**src/core/clk_pkg.sv**
```systemverilog
// shared constants and types for the power-state clock gating block
package clk_pkg;
  localparam int unsigned ADDR_W = 12;
  localparam int unsigned REG_W = 8;
  // register indexes; byte address is four times the index
  localparam logic [7:0] IDX_CYCLE_GEN_MODE = 8'h01;
  localparam logic [7:0] IDX_SERIAL_CLK = 8'h0f;
  localparam logic [7:0] IDX_TIMER_CLK_A = 8'h12;
  localparam logic [7:0] IDX_TIMER_CLK_B = 8'h13;
  localparam logic [7:0] IDX_CLK_GATING = 8'hde;
  localparam logic [7:0] IDX_CLK_STATUS = 8'h20;
  // clock_gating_control fields
  localparam int unsigned CGC_HALT_BIT = 0;
  localparam int unsigned CGC_HOLD_BIT = 1;
  localparam int unsigned CGC_EXP_BIT = 2;
  // cycle_generator_mode fields
  localparam int unsigned MODE_THR_LSB = 0;
  localparam int unsigned MODE_EXP_LSB = 4;
  localparam int unsigned DIV_W = 4;
  // status fields
  localparam int unsigned STS_STOP_BIT = 5;
  localparam int unsigned STS_THR_BIT = 6;
  localparam int unsigned STS_HF_BIT = 7;
  // reset values
  localparam logic [7:0] RST_CYCLE_GEN_MODE = 8'h13;
  localparam logic [7:0] RST_SERIAL_CLK = 8'h00;
  localparam logic [7:0] RST_TIMER_CLK_A = 8'h00;
  localparam logic [7:0] RST_TIMER_CLK_B = 8'h00;
  localparam logic [7:0] RST_CLK_GATING = 8'h00;
  // idle window before the throttler slows the clocks
  localparam int unsigned CLK_PERIOD_NS = 5;
  localparam int unsigned IDLE_TIME_NS = 5000;
  localparam int unsigned IDLE_CYCLES = IDLE_TIME_NS / CLK_PERIOD_NS;
  localparam int unsigned IDLE_W = 10;
  typedef enum logic [4:0] {
    PS_OFF = 5'b0_0001,
    PS_SUSPEND = 5'b0_0010,
    PS_SLEEP = 5'b0_0100,
    PS_DOZE = 5'b0_1000,
    PS_ON = 5'b1_0000
  } power_state_e;
  typedef enum logic [3:0] {
    CPU_RUN = 4'b0001,
    CPU_HALT_STOP = 4'b0010,
    CPU_HOLD_STOP = 4'b0100,
    CPU_EXP_STOP = 4'b1000
  } cpu_state_e;
endpackage

```
**src/core/power_state_clock_gating.sv**
```systemverilog
// clock gating and clock-condition control driven by power state
//
// Summary of operation
// - OFF state stops every clock source except the low-frequency oscillator.
// - OFF state parks all I/O and memory pins at high impedance or low.
// - SUSPEND stops high-frequency oscillator; memory refresh keeps running.
// - SLEEP and DOZE keep oscillator on; throttler asks cycle generator to slow.
// - ON state runs the system clock at full speed, no throttling; expansion clock stays divided.
// - Three processor-clock stop conditions, each with its own enable bit.
// - Stop-on-HALT stops clock after HALT; hold request, interrupt, NMI restart.
// - Hold stop begins at hold acknowledge, ends when hold request drops.
// - Expansion stop begins when the cycle starts, ends when ready asserts.
// - Expansion and card cycles use expansion clock; memory uses processor clock.
// - Low-frequency clock always runs; sole oscillator in SUSPEND and OFF.
// - Throttler senses activity and slows system clock when idle in SLEEP or DOZE.
//
// The APB slave port was chosen for this implementation.
`timescale 1ns/1ps
module power_state_clock_gating (
  input wire logic pclk,
  input wire logic presetn,
  input wire logic psel,
  input wire logic penable,
  input wire logic pwrite,
  input wire logic [clk_pkg::ADDR_W-1:0] paddr,
  input wire logic [31:0] pwdata,
  output logic [31:0] prdata,
  output logic pready,
  output logic pslverr,
  input wire logic [4:0] power_state,
  input wire logic system_activity,
  input wire logic halt_cycle,
  input wire logic hold_request,
  input wire logic hold_acknowledge,
  input wire logic interrupt_request,
  input wire logic nmi_request,
  input wire logic expansion_cycle,
  input wire logic rdy,
  output logic lf_osc_enable,
  output logic hf_osc_enable,
  output logic refresh_enable,
  output logic pad_park,
  output logic throttle_request,
  output logic sys_clk_en,
  output logic cpu_clk_en,
  output logic exp_clk_en,
  output logic cycle_clk_en,
  output logic cpu_clk_stopped,
  output logic [7:0] serial_clock_control,
  output logic [7:0] timer_clock_control_a,
  output logic [7:0] timer_clock_control_b
);
  typedef struct packed {
    logic [7:0] mode;
    logic [7:0] sio;
    logic [7:0] tma;
    logic [7:0] tmb;
    logic [7:0] cgc;
    logic [31:0] rdata;
    clk_pkg::cpu_state_e cpu;
    logic [clk_pkg::IDLE_W-1:0] idle_cnt;
    logic throttle;
    logic hf_on;
    logic park;
    logic refresh;
  } state_s;

  state_s cur_ff;
  state_s nxt_cur;

  // decode a byte address to an index; unaligned or unknown is unmapped
  function automatic logic addr_hit(
    input logic [clk_pkg::ADDR_W-1:0] a,
    input logic [7:0] idx
  );
    addr_hit = (a == {2'b00, idx, 2'b00});
  endfunction

  function automatic logic addr_mapped(
    input logic [clk_pkg::ADDR_W-1:0] a
  );
    addr_mapped = addr_hit(a, clk_pkg::IDX_CYCLE_GEN_MODE) ||
      addr_hit(a, clk_pkg::IDX_SERIAL_CLK) ||
      addr_hit(a, clk_pkg::IDX_TIMER_CLK_A) ||
      addr_hit(a, clk_pkg::IDX_TIMER_CLK_B) ||
      addr_hit(a, clk_pkg::IDX_CLK_GATING) ||
      addr_hit(a, clk_pkg::IDX_CLK_STATUS);
  endfunction

  logic ps_off;
  logic ps_suspend;
  logic ps_slow;
  logic thr_tick;
  logic exp_tick;
  logic sys_en;
  logic setup_phase;
  logic wr_take;
  logic wake;
  logic halt_en;
  logic hold_en;
  logic exp_en;
  logic [7:0] status;

  assign ps_off = (power_state == clk_pkg::PS_OFF);
  assign ps_suspend = (power_state == clk_pkg::PS_SUSPEND);
  assign ps_slow = (power_state == clk_pkg::PS_SLEEP) ||
    (power_state == clk_pkg::PS_DOZE);

  assign setup_phase = psel && !penable;
  assign wr_take = psel && penable && pwrite && addr_mapped(paddr);

  assign halt_en = cur_ff.cgc[clk_pkg::CGC_HALT_BIT];
  assign hold_en = cur_ff.cgc[clk_pkg::CGC_HOLD_BIT];
  assign exp_en = cur_ff.cgc[clk_pkg::CGC_EXP_BIT];
  assign wake = hold_request || interrupt_request || nmi_request;

  // throttled system rate; runs only while the oscillator is live
  rate_divider u_thr_div (
    .pclk(pclk),
    .presetn(presetn),
    .run(cur_ff.hf_on),
    .ratio(cur_ff.mode[clk_pkg::MODE_THR_LSB +: clk_pkg::DIV_W]),
    .tick(thr_tick)
  );

  // expansion bus rate, independent of processor gating
  rate_divider u_exp_div (
    .pclk(pclk),
    .presetn(presetn),
    .run(cur_ff.hf_on),
    .ratio(cur_ff.mode[clk_pkg::MODE_EXP_LSB +: clk_pkg::DIV_W]),
    .tick(exp_tick)
  );

  always_comb begin
    if (!cur_ff.hf_on) begin
      sys_en = 1'b0;
    end else if (cur_ff.throttle) begin
      sys_en = thr_tick;
    end else begin
      sys_en = 1'b1;
    end
  end

  assign status = {cur_ff.hf_on, cur_ff.throttle,
    (cur_ff.cpu != clk_pkg::CPU_RUN), power_state};

  always_comb begin
    nxt_cur = cur_ff;
    // oscillator follows the power state, one register stage behind
    nxt_cur.hf_on = !(ps_off || ps_suspend);
    nxt_cur.park = ps_off;
    // refresh must survive suspend or memory contents are lost
    nxt_cur.refresh = !ps_off;
    // activity sensing: any activity restarts the idle window
    if (!ps_slow) begin
      nxt_cur.idle_cnt = '0;
      nxt_cur.throttle = 1'b0;
    end else if (system_activity) begin
      nxt_cur.idle_cnt = '0;
      nxt_cur.throttle = 1'b0;
    end else if (cur_ff.idle_cnt ==
      clk_pkg::IDLE_W'(clk_pkg::IDLE_CYCLES - 1)) begin
      nxt_cur.throttle = 1'b1;
    end else begin
      nxt_cur.idle_cnt = cur_ff.idle_cnt + 1'b1;
    end
    // processor clock stop machine
    case (cur_ff.cpu)
      clk_pkg::CPU_RUN: begin
        if (hold_en && hold_acknowledge) begin
          nxt_cur.cpu = clk_pkg::CPU_HOLD_STOP;
        end else if (exp_en && expansion_cycle && !rdy) begin
          nxt_cur.cpu = clk_pkg::CPU_EXP_STOP;
        end else if (halt_en && halt_cycle && !wake) begin
          nxt_cur.cpu = clk_pkg::CPU_HALT_STOP;
        end
      end
      clk_pkg::CPU_HALT_STOP: begin
        // clearing the enable also releases, so software cannot wedge it
        if (wake || !halt_en) begin
          nxt_cur.cpu = clk_pkg::CPU_RUN;
        end
      end
      clk_pkg::CPU_HOLD_STOP: begin
        if (!hold_request) begin
          nxt_cur.cpu = clk_pkg::CPU_RUN;
        end
      end
      clk_pkg::CPU_EXP_STOP: begin
        if (rdy) begin
          nxt_cur.cpu = clk_pkg::CPU_RUN;
        end
      end
      default: begin
        nxt_cur.cpu = clk_pkg::CPU_RUN;
      end
    endcase
    // register writes take effect at the access edge only
    if (wr_take) begin
      if (addr_hit(paddr, clk_pkg::IDX_CYCLE_GEN_MODE)) begin
        nxt_cur.mode = pwdata[7:0];
      end
      if (addr_hit(paddr, clk_pkg::IDX_SERIAL_CLK)) begin
        nxt_cur.sio = pwdata[7:0];
      end
      if (addr_hit(paddr, clk_pkg::IDX_TIMER_CLK_A)) begin
        nxt_cur.tma = pwdata[7:0];
      end
      if (addr_hit(paddr, clk_pkg::IDX_TIMER_CLK_B)) begin
        nxt_cur.tmb = pwdata[7:0];
      end
      if (addr_hit(paddr, clk_pkg::IDX_CLK_GATING)) begin
        nxt_cur.cgc = pwdata[7:0];
      end
    end
    // read data captured in setup so it leaves a flop in the access phase
    if (setup_phase) begin
      nxt_cur.rdata = '0;
      if (addr_hit(paddr, clk_pkg::IDX_CYCLE_GEN_MODE)) begin
        nxt_cur.rdata[7:0] = cur_ff.mode;
      end
      if (addr_hit(paddr, clk_pkg::IDX_SERIAL_CLK)) begin
        nxt_cur.rdata[7:0] = cur_ff.sio;
      end
      if (addr_hit(paddr, clk_pkg::IDX_TIMER_CLK_A)) begin
        nxt_cur.rdata[7:0] = cur_ff.tma;
      end
      if (addr_hit(paddr, clk_pkg::IDX_TIMER_CLK_B)) begin
        nxt_cur.rdata[7:0] = cur_ff.tmb;
      end
      if (addr_hit(paddr, clk_pkg::IDX_CLK_GATING)) begin
        nxt_cur.rdata[7:0] = cur_ff.cgc;
      end
      if (addr_hit(paddr, clk_pkg::IDX_CLK_STATUS)) begin
        nxt_cur.rdata[7:0] = status;
      end
    end
  end

  always_ff @(posedge pclk or negedge presetn) begin
    if (!presetn) begin
      cur_ff.mode <= clk_pkg::RST_CYCLE_GEN_MODE;
      cur_ff.sio <= clk_pkg::RST_SERIAL_CLK;
      cur_ff.tma <= clk_pkg::RST_TIMER_CLK_A;
      cur_ff.tmb <= clk_pkg::RST_TIMER_CLK_B;
      cur_ff.cgc <= clk_pkg::RST_CLK_GATING;
      cur_ff.rdata <= '0;
      cur_ff.cpu <= clk_pkg::CPU_RUN;
      cur_ff.idle_cnt <= '0;
      cur_ff.throttle <= 1'b0;
      cur_ff.hf_on <= 1'b1;
      cur_ff.park <= 1'b0;
      cur_ff.refresh <= 1'b1;
    end else begin
      cur_ff <= nxt_cur;
    end
  end

  // zero-wait slave; an unmapped address errors in the access phase
  assign pready = 1'b1;
  assign pslverr = psel && penable && !addr_mapped(paddr);
  assign prdata = cur_ff.rdata;

  assign lf_osc_enable = 1'b1;
  assign hf_osc_enable = cur_ff.hf_on;
  assign refresh_enable = cur_ff.refresh;
  assign pad_park = cur_ff.park;
  assign throttle_request = cur_ff.throttle;
  assign sys_clk_en = sys_en;
  assign cpu_clk_stopped = (cur_ff.cpu != clk_pkg::CPU_RUN);
  assign cpu_clk_en = sys_en && (cur_ff.cpu == clk_pkg::CPU_RUN);
  // expansion timing does not stop with the processor clock
  assign exp_clk_en = exp_tick && cur_ff.hf_on;
  assign cycle_clk_en = expansion_cycle ? exp_clk_en : cpu_clk_en;
  assign serial_clock_control = cur_ff.sio;
  assign timer_clock_control_a = cur_ff.tma;
  assign timer_clock_control_b = cur_ff.tmb;
endmodule

```
**src/core/rate_divider.sv**
```systemverilog
// divider giving a one-cycle enable pulse every ratio+1 clocks
`timescale 1ns/1ps
module rate_divider (
  input wire logic pclk,
  input wire logic presetn,
  input wire logic run,
  input wire logic [clk_pkg::DIV_W-1:0] ratio,
  output logic tick
);
  typedef struct packed {
    logic [clk_pkg::DIV_W-1:0] cnt;
  } div_s;
  div_s cur_ff;
  div_s nxt_cur;

  always_comb begin
    nxt_cur = cur_ff;
    tick = 1'b0;
    if (!run) begin
      nxt_cur.cnt = '0;
    end else if (cur_ff.cnt >= ratio) begin
      nxt_cur.cnt = '0;
      tick = 1'b1;
    end else begin
      nxt_cur.cnt = cur_ff.cnt + 1'b1;
    end
  end

  always_ff @(posedge pclk or negedge presetn) begin
    if (!presetn) begin
      cur_ff <= '0;
    end else begin
      cur_ff <= nxt_cur;
    end
  end
endmodule

```
**config.mk**
```make
export PLATFORM = sky130hd
export DESIGN_NAME = power_state_clock_gating
export DESIGN_NICKNAME = d
export VERILOG_FILES = /design/src/core/clk_pkg.sv /design/src/core/power_state_clock_gating.sv /design/src/core/rate_divider.sv
export SDC_FILE = /design/constraint.sdc
export NUM_CORES = 1
export LEC_CHECK = 0
export CORE_ASPECT_RATIO = 0.5
export CORE_UTILIZATION = 58
export CTS_BUF_LIST = sky130_fd_sc_hd__clkbuf_4 sky130_fd_sc_hd__clkbuf_8 sky130_fd_sc_hd__clkbuf_16
export DETAILED_ROUTE_END_ITERATION = 12
export DONT_BUFFER_PORTS = 1
export GPL_TIMING_DRIVEN = 0
export PLACE_DENSITY_LB_ADDON = 0.2
export SLEW_MARGIN = 40
export SYNTH_ARGS = -nofsm -noshare
export SYNTH_HDL_FRONTEND = slang
export SYNTH_HIERARCHICAL = 1
export SYNTH_SLANG_ARGS = --single-unit
```
**constraint.sdc**
```tcl
create_clock -name pclk -period 1.85 [get_ports pclk]
set_input_delay 0.0925 -clock pclk [delete_from_list [all_inputs] [get_ports pclk]]
set_output_delay 0.0925 -clock pclk [all_outputs]
set_load 0.005 [all_outputs]
```
* After elaboration in Yosys (flattened, before gate mapping)
Cells that the tools add are included.
** Storage, ports and cells
- Register bits after elaboration :: 74
- Input bits :: 62
- Output and inout bits :: 68
- Word-level logic and storage cells :: 103
** Operators by class
- $add $sub $neg :: 3
- Magnitude comparators :: 2
- Equality and inequality tests :: 22
- Multiplexer cells :: 27
- Reduce and logical (&&, ||, !) cells :: 35
** Operators by type and width (count)
- 8-bit 2-to-1 mux :: 6
- 4-bit 2-to-1 mux :: 10
- 12-bit by 7-bit equality test with 1-bit output (second input constant) :: 2
- 11-bit 2-to-1 mux :: 2
- 4-bit case mux with 4 select lines :: 1
- 12-bit by 10-bit equality test with 1-bit output (second input constant) :: 1
- 12-bit by 3-bit equality test with 1-bit output (second input constant) :: 1
- 12-bit by 6-bit equality test with 1-bit output (second input constant) :: 1
- 12-bit by 8-bit equality test with 1-bit output (second input constant) :: 1
- 1-bit logical AND :: 12
- 10-bit by 1-bit adder with 10-bit output (second input constant) :: 1
- 10-bit equality test (second input constant) :: 1
- 1-bit logical OR :: 10
- 10-bit 2-to-1 mux :: 1
- 2-bit AND reduction :: 5
- 4-bit by 1-bit adder with 4-bit output (second input constant) :: 2
- 4-bit >= comparator :: 2
- 1-bit zero test :: 7
- 1-bit 2-to-1 mux :: 7
- 2-bit inequality test (second input constant) :: 3
- 5-bit by 1-bit equality test with 1-bit output (second input constant) :: 1
- 5-bit by 2-bit equality test with 1-bit output (second input constant) :: 1
- 5-bit by 3-bit equality test with 1-bit output (second input constant) :: 1
- 5-bit by 4-bit equality test with 1-bit output (second input constant) :: 1
- 9 further kinds :: 9

* Longest topological paths before layout
- Depth in word-level cells :: 8
- Gate-level depth with buffers :: 9
- Gate-level depth less buffers :: 9

* Modules after synthesis
Netlist, hierarchy kept.
** By module, submodules not included
- power_state_clock_gating :: instances 1, cells an instance 332, area each 3693.5 um^2, seq. area each 1659.1 um^2
- rate_divider :: instances 2, cells an instance 27, area each 279.0 um^2, seq. area each 100.1 um^2

* Worst setup path before layout
No wires, ideal clock.
- Path kind :: register to output
- Start :: register cur_ff[83] (netlist name)
- End :: output cycle_clk_en
- Data arrival time :: 1825 ps
- Data required time :: 1757 ps
- Path slack :: -67 ps
- Cell stages (with the launch flop) :: 10
- Path buffers :: 0
- Cells stage by stage :: dfstp_2 inv_1 ha_1 o211ai_2 o21ai_0 and2_1 inv_1 a21boi_0 and2_1 mux2_2
** On the way
- Cells in the longest elaborated chain, start to end :: 6
** Ends and longest elaborated chain
- start, declared :: RTL line power_state_clock_gating.sv:68 : state_s cur_ff;
- start signal, assigned :: RTL line power_state_clock_gating.sv:256 : cur_ff <= nxt_cur;
- 4-bit >= comparator :: RTL line rate_divider.sv:21 : end else if (cur_ff.cnt >= ratio) begin
- 1-bit 2-to-1 mux :: RTL line rate_divider.sv:21
- net thr_tick :: RTL line power_state_clock_gating.sv:93 : logic thr_tick;
- 1-bit 2-to-1 mux :: RTL line power_state_clock_gating.sv:138 : end else if (cur_ff.throttle) begin
- 1-bit 2-to-1 mux :: RTL line power_state_clock_gating.sv:136 : if (!cur_ff.hf_on) begin
- net sys_clk_en :: RTL line power_state_clock_gating.sv:44 : output logic sys_clk_en,
- 1-bit logical AND :: RTL line power_state_clock_gating.sv:272 : assign cpu_clk_en = sys_en && (cur_ff.cpu == clk_pkg::CPU_RUN);
- net cpu_clk_en :: RTL line power_state_clock_gating.sv:45 : output logic cpu_clk_en,
- 1-bit 2-to-1 mux :: RTL line power_state_clock_gating.sv:275 : assign cycle_clk_en = expansion_cycle ? exp_clk_en : cpu_clk_en;
- end, declared :: RTL line power_state_clock_gating.sv:47 : output logic cycle_clk_en,
The timed path passes the listed nets, and every way through them passes these cells.

* Final worst setup path
Same ends and word-level chain as after synthesis.

==> flow_summary.html <==
<table>
<tr><th>Metric</th><th>Value</th></tr>
<tr><th colspan="2">Synthesis</th></tr>
<tr><td>Synth warn</td><td>6</td></tr>
<tr><td>Area share of the largest cell type after synthesis</td><td>0.400</td></tr>
<tr><td>Number of library cell types mapped by synthesis</td><td>54</td></tr>
<tr><td>Synthesized instance count</td><td>approximately 390</td></tr>
<tr><td>Cell area after technology mapping</td><td>roughly 4300 µm²</td></tr>
<tr><td>Largest cells by area after synthesis</td><td>sky130_fd_sc_hd__dfrtp_1 (40%), sky130_fd_sc_hd__mux2_2 (13%), sky130_fd_sc_hd__buf_4 (11%), sky130_fd_sc_hd__dfstp_2 (3.7%), sky130_fd_sc_hd__ha_1 (3.2%)</td></tr>
<tr><td>Synth Register Bits</td><td>74</td></tr>
<tr><td>Post-synthesis async set-or-reset flop share</td><td>1.00</td></tr>
<tr><td>Cell type with the highest aggregate area in the netlist</td><td>sky130_fd_sc_hd__dfrtp_1</td></tr>
<tr><td>Most common cell in the synthesized netlist</td><td>sky130_fd_sc_hd__dfrtp_1</td></tr>
<tr><td>Register area share after synthesis</td><td>0.437</td></tr>
<tr><td>Primary FF master, synth</td><td>sky130_fd_sc_hd__dfrtp_1</td></tr>
<tr><td>Mean post-synth cell area</td><td>~11 µm²</td></tr>
<tr><td>Number of synthesized flops with an enable pin</td><td>0</td></tr>
<tr><td>Leading post-synthesis cells by instance count</td><td>sky130_fd_sc_hd__dfrtp_1 (68), sky130_fd_sc_hd__buf_4 (61), sky130_fd_sc_hd__mux2_2 (49)</td></tr>
<tr><th colspan="2">Drt</th></tr>
<tr><td>First drt pass iteration count</td><td>4</td></tr>
<tr><td>Vias</td><td>3053</td></tr>
<tr><td>Post-DR wirelength/cell</td><td>18.0 µm</td></tr>
<tr><td>Post-Route WL</td><td>just under 10 mm</td></tr>
<tr><td>Vias per Instance</td><td>around 5.6</td></tr>
<tr><td>Drt first-iter violations</td><td>109</td></tr>
<tr><td>Remaining routing DRC violations</td><td>0</td></tr>
<tr><td>Antenna Nets Post-Route</td><td>0</td></tr>
<tr><th colspan="2">Worst setup path</th></tr>
<tr><td>Kind of start point of the critical path</td><td>flop</td></tr>
<tr><td>Cells on worst reg2reg path</td><td>5</td></tr>
<tr><td>Crit-path max cell delay</td><td>around 0.54 ns</td></tr>
<tr><td>Critical path class</td><td>flop to output pin</td></tr>
<tr><td>Cell type of the slowest stage on the worst timing path</td><td>sky130_fd_sc_hd__dfstp_2</td></tr>
<tr><td>Top Family by Delay on Critical Path</td><td>simple AND/OR/NAND/NOR gates</td></tr>
<tr><td>Logic depth of the worst setup path including buffers</td><td>9</td></tr>
<tr><td>Register-to-Register Setup Slack</td><td>around 0.15 ns</td></tr>
<tr><td>Type of element capturing the critical path</td><td>output pin</td></tr>
<tr><td>Worst-path maximum fanout</td><td>2</td></tr>
<tr><td>End of the worst register-to-register path</td><td>cur_ff[15]$_DFFE_PN0P_</td></tr>
<tr><td>Origin of the critical flop-to-flop path</td><td>cur_ff[14]$_DFFE_PN1P_</td></tr>
<tr><td>Data arrival time of the critical path</td><td>2.14 ns</td></tr>
<tr><td>Number of buffer and inverter instances along the worst setup path</td><td>2</td></tr>
<tr><td>Worst path required time</td><td>around 1.8 ns</td></tr>
<tr><td>Cells along the critical path</td><td>inv_2, ha_4, nor3b_4, o21ai_1, and2_1, inv_1, a21boi_2, and2_4, mux2_4</td></tr>
<tr><th colspan="2">Status</th></tr>
<tr><td>Status</td><td>complete, but fails checks</td></tr>
<tr><td>Violated checks</td><td>setup timing</td></tr>
<tr><th colspan="2">Clock tree</th></tr>
<tr><td>TritonCTS clock tree</td><td>done</td></tr>
<tr><td>Number of sinks on the clock net</td><td>74</td></tr>
<tr><td>TritonCTS Buffers</td><td>9</td></tr>
<tr><td>Clock transition time at the flip-flop clock pins of the worst setup and hold paths</td><td>about 0.06 ns</td></tr>
<tr><td>Maximum level of the CTS H-tree</td><td>3</td></tr>
<tr><td>Clock buffer depth</td><td>2</td></tr>
<tr><td>Clock network latency to the later pin of the worst-skew pair</td><td>about 0.34 ns</td></tr>
<tr><td>Clock root buffer master</td><td>sky130_fd_sc_hd__clkbuf_16</td></tr>
<tr><th colspan="2">Placed design</th></tr>
<tr><td>Final Wtd Congestion</td><td>0.876</td></tr>
<tr><td>Port-buffer cells</td><td>0</td></tr>
<tr><td>Post-placement cell count</td><td>roughly 500</td></tr>
<tr><td>Half-perimeter wire length after detailed placement</td><td>around 7.0 mm</td></tr>
<tr><th colspan="2">Floorplanning</th></tr>
<tr><td>Row count</td><td>21</td></tr>
<tr><td>Starting density of the core</td><td>0.618</td></tr>
<tr><td>Vertical extent of the die</td><td>between 60 and 70 µm</td></tr>
<tr><td>Top-level I/O count</td><td>130</td></tr>
<tr><td>Total die area</td><td>7700 µm²</td></tr>
<tr><td>Horizontal extent of the die</td><td>123 µm</td></tr>
<tr><td>Placeable Area</td><td>6880 µm²</td></tr>
<tr><th colspan="2">STA</th></tr>
<tr><td>Number of pins with negative max-slew slack in the final report</td><td>0</td></tr>
<tr><td>Worst setup margin</td><td>-0.387 ns</td></tr>
<tr><td>RSZ-0062 raised after global routing</td><td>true</td></tr>
<tr><td>Slew of the pin with the lowest slew margin</td><td>just over 0.6 ns</td></tr>
<tr><td>Crit share post-route</td><td>1.21</td></tr>
<tr><td>Worst Clk Skew</td><td>0.00810 ns</td></tr>
<tr><td>Fin crit period</td><td>roughly 2.2 ns</td></tr>
<tr><td>Final setup violation count</td><td>3</td></tr>
<tr><td>Final Hold Viols</td><td>0</td></tr>
<tr><td>Worst hold-check slack</td><td>0.0195 ns</td></tr>
<tr><td>Maximum frequency from static timing analysis</td><td>447 MHz</td></tr>
<tr><td>Rel. slew slack</td><td>0.595</td></tr>
<tr><th colspan="2">Layout</th></tr>
<tr><td>Antenna diodes</td><td>0</td></tr>
<tr><td>Layout net count</td><td>~520</td></tr>
<tr><td>Non-filler instance count after layout</td><td>about 550</td></tr>
<tr><td>Synth-to-layout area growth</td><td>21.0%</td></tr>
<tr><td>Share of final-layout standard cells stronger than drive strength 1</td><td>0.384</td></tr>
<tr><th colspan="2">Power</th></tr>
<tr><td>Pint</td><td>approximately 3200 µW</td></tr>
<tr><td>Reported leakage power</td><td>~0.0024 µW</td></tr>
<tr><td>Total Power Consumption</td><td>4150 µW</td></tr>
<tr><td>Proportion of total power due to net switching</td><td>0.223</td></tr>
<tr><td>Share of total power in combinational logic</td><td>0.110</td></tr>
<tr><td>Maximum resistive drop on vdd</td><td>0.000704 V</td></tr>
<tr><td>Switching component of the power</td><td>roughly 920 µW</td></tr>
<tr><td>Power density cells</td><td>roughly 800 nW/µm²</td></tr>
<tr><td>Flop pwr share</td><td>0.414</td></tr>
<tr><td>Proportion of power drawn by the clock network</td><td>0.476</td></tr>
<tr><th colspan="2">GRT</th></tr>
<tr><td>Leftover overflow at the end of global routing</td><td>0</td></tr>
<tr><td>Pin count of the biggest net entering global routing</td><td>75</td></tr>
<tr><td>Number of global-route vias before repair</td><td>3154</td></tr>
<tr><td>GRT Resource Usage Total</td><td>0.277</td></tr>
<tr><td>Number of antenna violations at the first check in global routing</td><td>0</td></tr>
<tr><td>First-pass GRT wire length</td><td>~16 mm</td></tr>
<tr><th colspan="2">Hold path</th></tr>
<tr><td>Worst hold path depth</td><td>2</td></tr>
<tr><td>Hold endpoint</td><td>prdata[1]$_DFFE_PN0P_</td></tr>
<tr><td>Hold Crit Start</td><td>power_state[1]</td></tr>
<tr><td>Worst Hold Class</td><td>primary input to flop</td></tr>
<tr><th colspan="2">Run</th></tr>
<tr><td>Number of max-cap violations</td><td>0</td></tr>
</table>
## repair_timing
action / 4_1_cts / 5_1_grt
buffers inserted: 4 / 5
pin swaps: 5 / 4
hold buffers: 18 / 0
resized for setup: 11 / 4
setup endpoints to repair: 9 / 12
gates cloned: 0 / 0
hold endpoints to repair: 121 / 0
## worst reg2reg max path, delay by kind of cell (launching register included)
| kind | cells | cell delay [ns] |
|---|---|---|
| AOI/OAI and AO/OA | 3 | 0.49 |
| and+or+nand+nor | 2 | 0.50 |
| DFF | 1 | 0.57 |
## placed cells by master, fill, tap and decap left out, types with 3 or more instances in the layout
master and instances:
sky130_fd_sc_hd__nor2_1 29, sky130_fd_sc_hd__o21ai_0 16, sky130_fd_sc_hd__clkbuf_16 9, sky130_fd_sc_hd__nor4_1 3
sky130_fd_sc_hd__conb_1 26, sky130_fd_sc_hd__o211ai_2 4, sky130_fd_sc_hd__inv_1 12, sky130_fd_sc_hd__ha_1 8
sky130_fd_sc_hd__o21ai_1 5, sky130_fd_sc_hd__bufinv_16 3, sky130_fd_sc_hd__o22ai_1 5, sky130_fd_sc_hd__nor3_1 6
sky130_fd_sc_hd__nor3b_4 3, sky130_fd_sc_hd__clkbuf_1 5, sky130_fd_sc_hd__xnor2_1 5, sky130_fd_sc_hd__buf_4 70
sky130_fd_sc_hd__xor2_1 6, sky130_fd_sc_hd__ha_4 3, sky130_fd_sc_hd__mux2_2 48, sky130_fd_sc_hd__a221oi_1 13
sky130_fd_sc_hd__dlygate4sd3_1 17, sky130_fd_sc_hd__nand2_1 12, sky130_fd_sc_hd__dfstp_2 6, sky130_fd_sc_hd__a21oi_1 7
sky130_fd_sc_hd__clkinv_2 3, sky130_fd_sc_hd__nand3_1 9, sky130_fd_sc_hd__dfrtp_1 68, sky130_fd_sc_hd__a221o_1 3
sky130_fd_sc_hd__and2_1 4, sky130_fd_sc_hd__nor2b_1 3
## power by group through the flow
stage | combinational, µW | clock (µW) | sequential, µW
floorplan | 257 | 0 | 1730
global placement | 302 | 0 | 1730
detailed placement | 314 | 0 | 1740
CTS | 420 | 1990 | 1710
global route | 501 | 2070 | 1720
finish | 457 | 1970 | 1720
## metrics by stage
stage / TNS [ns] / cell area (µm²) / worst slack, ns / utilization
6_report: -0.615 / 5140 / -0.387 / 0.747
5_1_grt: -0.853 / 5140 / -0.452 / 0.747
4_1_cts: -0.559 / 5070 / -0.368 / 0.737
3_5_place_dp: -1.01 / 4460 / -0.284 / 0.647
3_3_place_gp: -0.864 / 4460 / -0.259 / 0.647
2_1_floorplan: 0 / 4340 / 0.00675 / -
## worst max path at each step
stage	start	endpoint
after floorplan	cur_ff[83]$_DFFE_PN1P_	cycle_clk_en
after global placement	cur_ff[14]$_DFFE_PN1P_	prdata[5]$_DFFE_PN0P_
after detailed placement	cur_ff[14]$_DFFE_PN1P_	prdata[5]$_DFFE_PN0P_
after CTS	cur_ff[82]$_DFFE_PN1P_	cycle_clk_en
after global routing	cur_ff[83]$_DFFE_PN1P_	cycle_clk_en
final	cur_ff[83]$_DFFE_PN1P_	cycle_clk_en
## logic make-up (layout without fill, tap and decap cells)
group	Yosys count	count (layout)	synth area share
buf+inv	80	123	0.125
fa+ha+maj	11	11	0.0324
other cells	2	26	0.00177
xor+xnor	11	11	0.0227
mux	50	50	0.132
compound gates	59	59	0.0977
simple gates	99	99	0.151
flops	74	74	0.437
## registers in the layout, indices dropped and copies added, names as in the netlist
register               count
hf_osc_enable              1
cur_ff                    30
throttle_request           1
serial_clock_control       8
u_thr_div/cur_ff           4
timer_clock_control_a      8
timer_clock_control_b      8
pad_park                   1
prdata                     8
refresh_enable             1
u_exp_div/cur_ff           4
## routing by layer
| metal | vias up | wire length, µm | GRT usage |
|---|---|---|---|
| met5 | - | 0 | 0 |
| met4 | 0 | 139 | 0.0648 |
| met3 | 17 | 853 | 0.117 |
| met2 | 125 | 4720 | 0.449 |
| met1 | 1491 | 4110 | 0.342 |
| li1 | 1420 | - | - |
## layout make-up
| class | instances | area [µm²] |
|---|---|---|
| flip-flops and latches | 74 | 1860 |
| clock buffers | 10 | 233 |
| fillers | 447 | 1740 |
| clock inverters | 6 | 105 |
| inverters | 13 | 48.8 |
| plain buffers | 67 | 482 |
| well taps | 92 | 115 |
| multi-input cells | 256 | 2030 |
| repair buffers | 27 | 265 |
No activity file was read; power rests on OpenSTA's default activity.
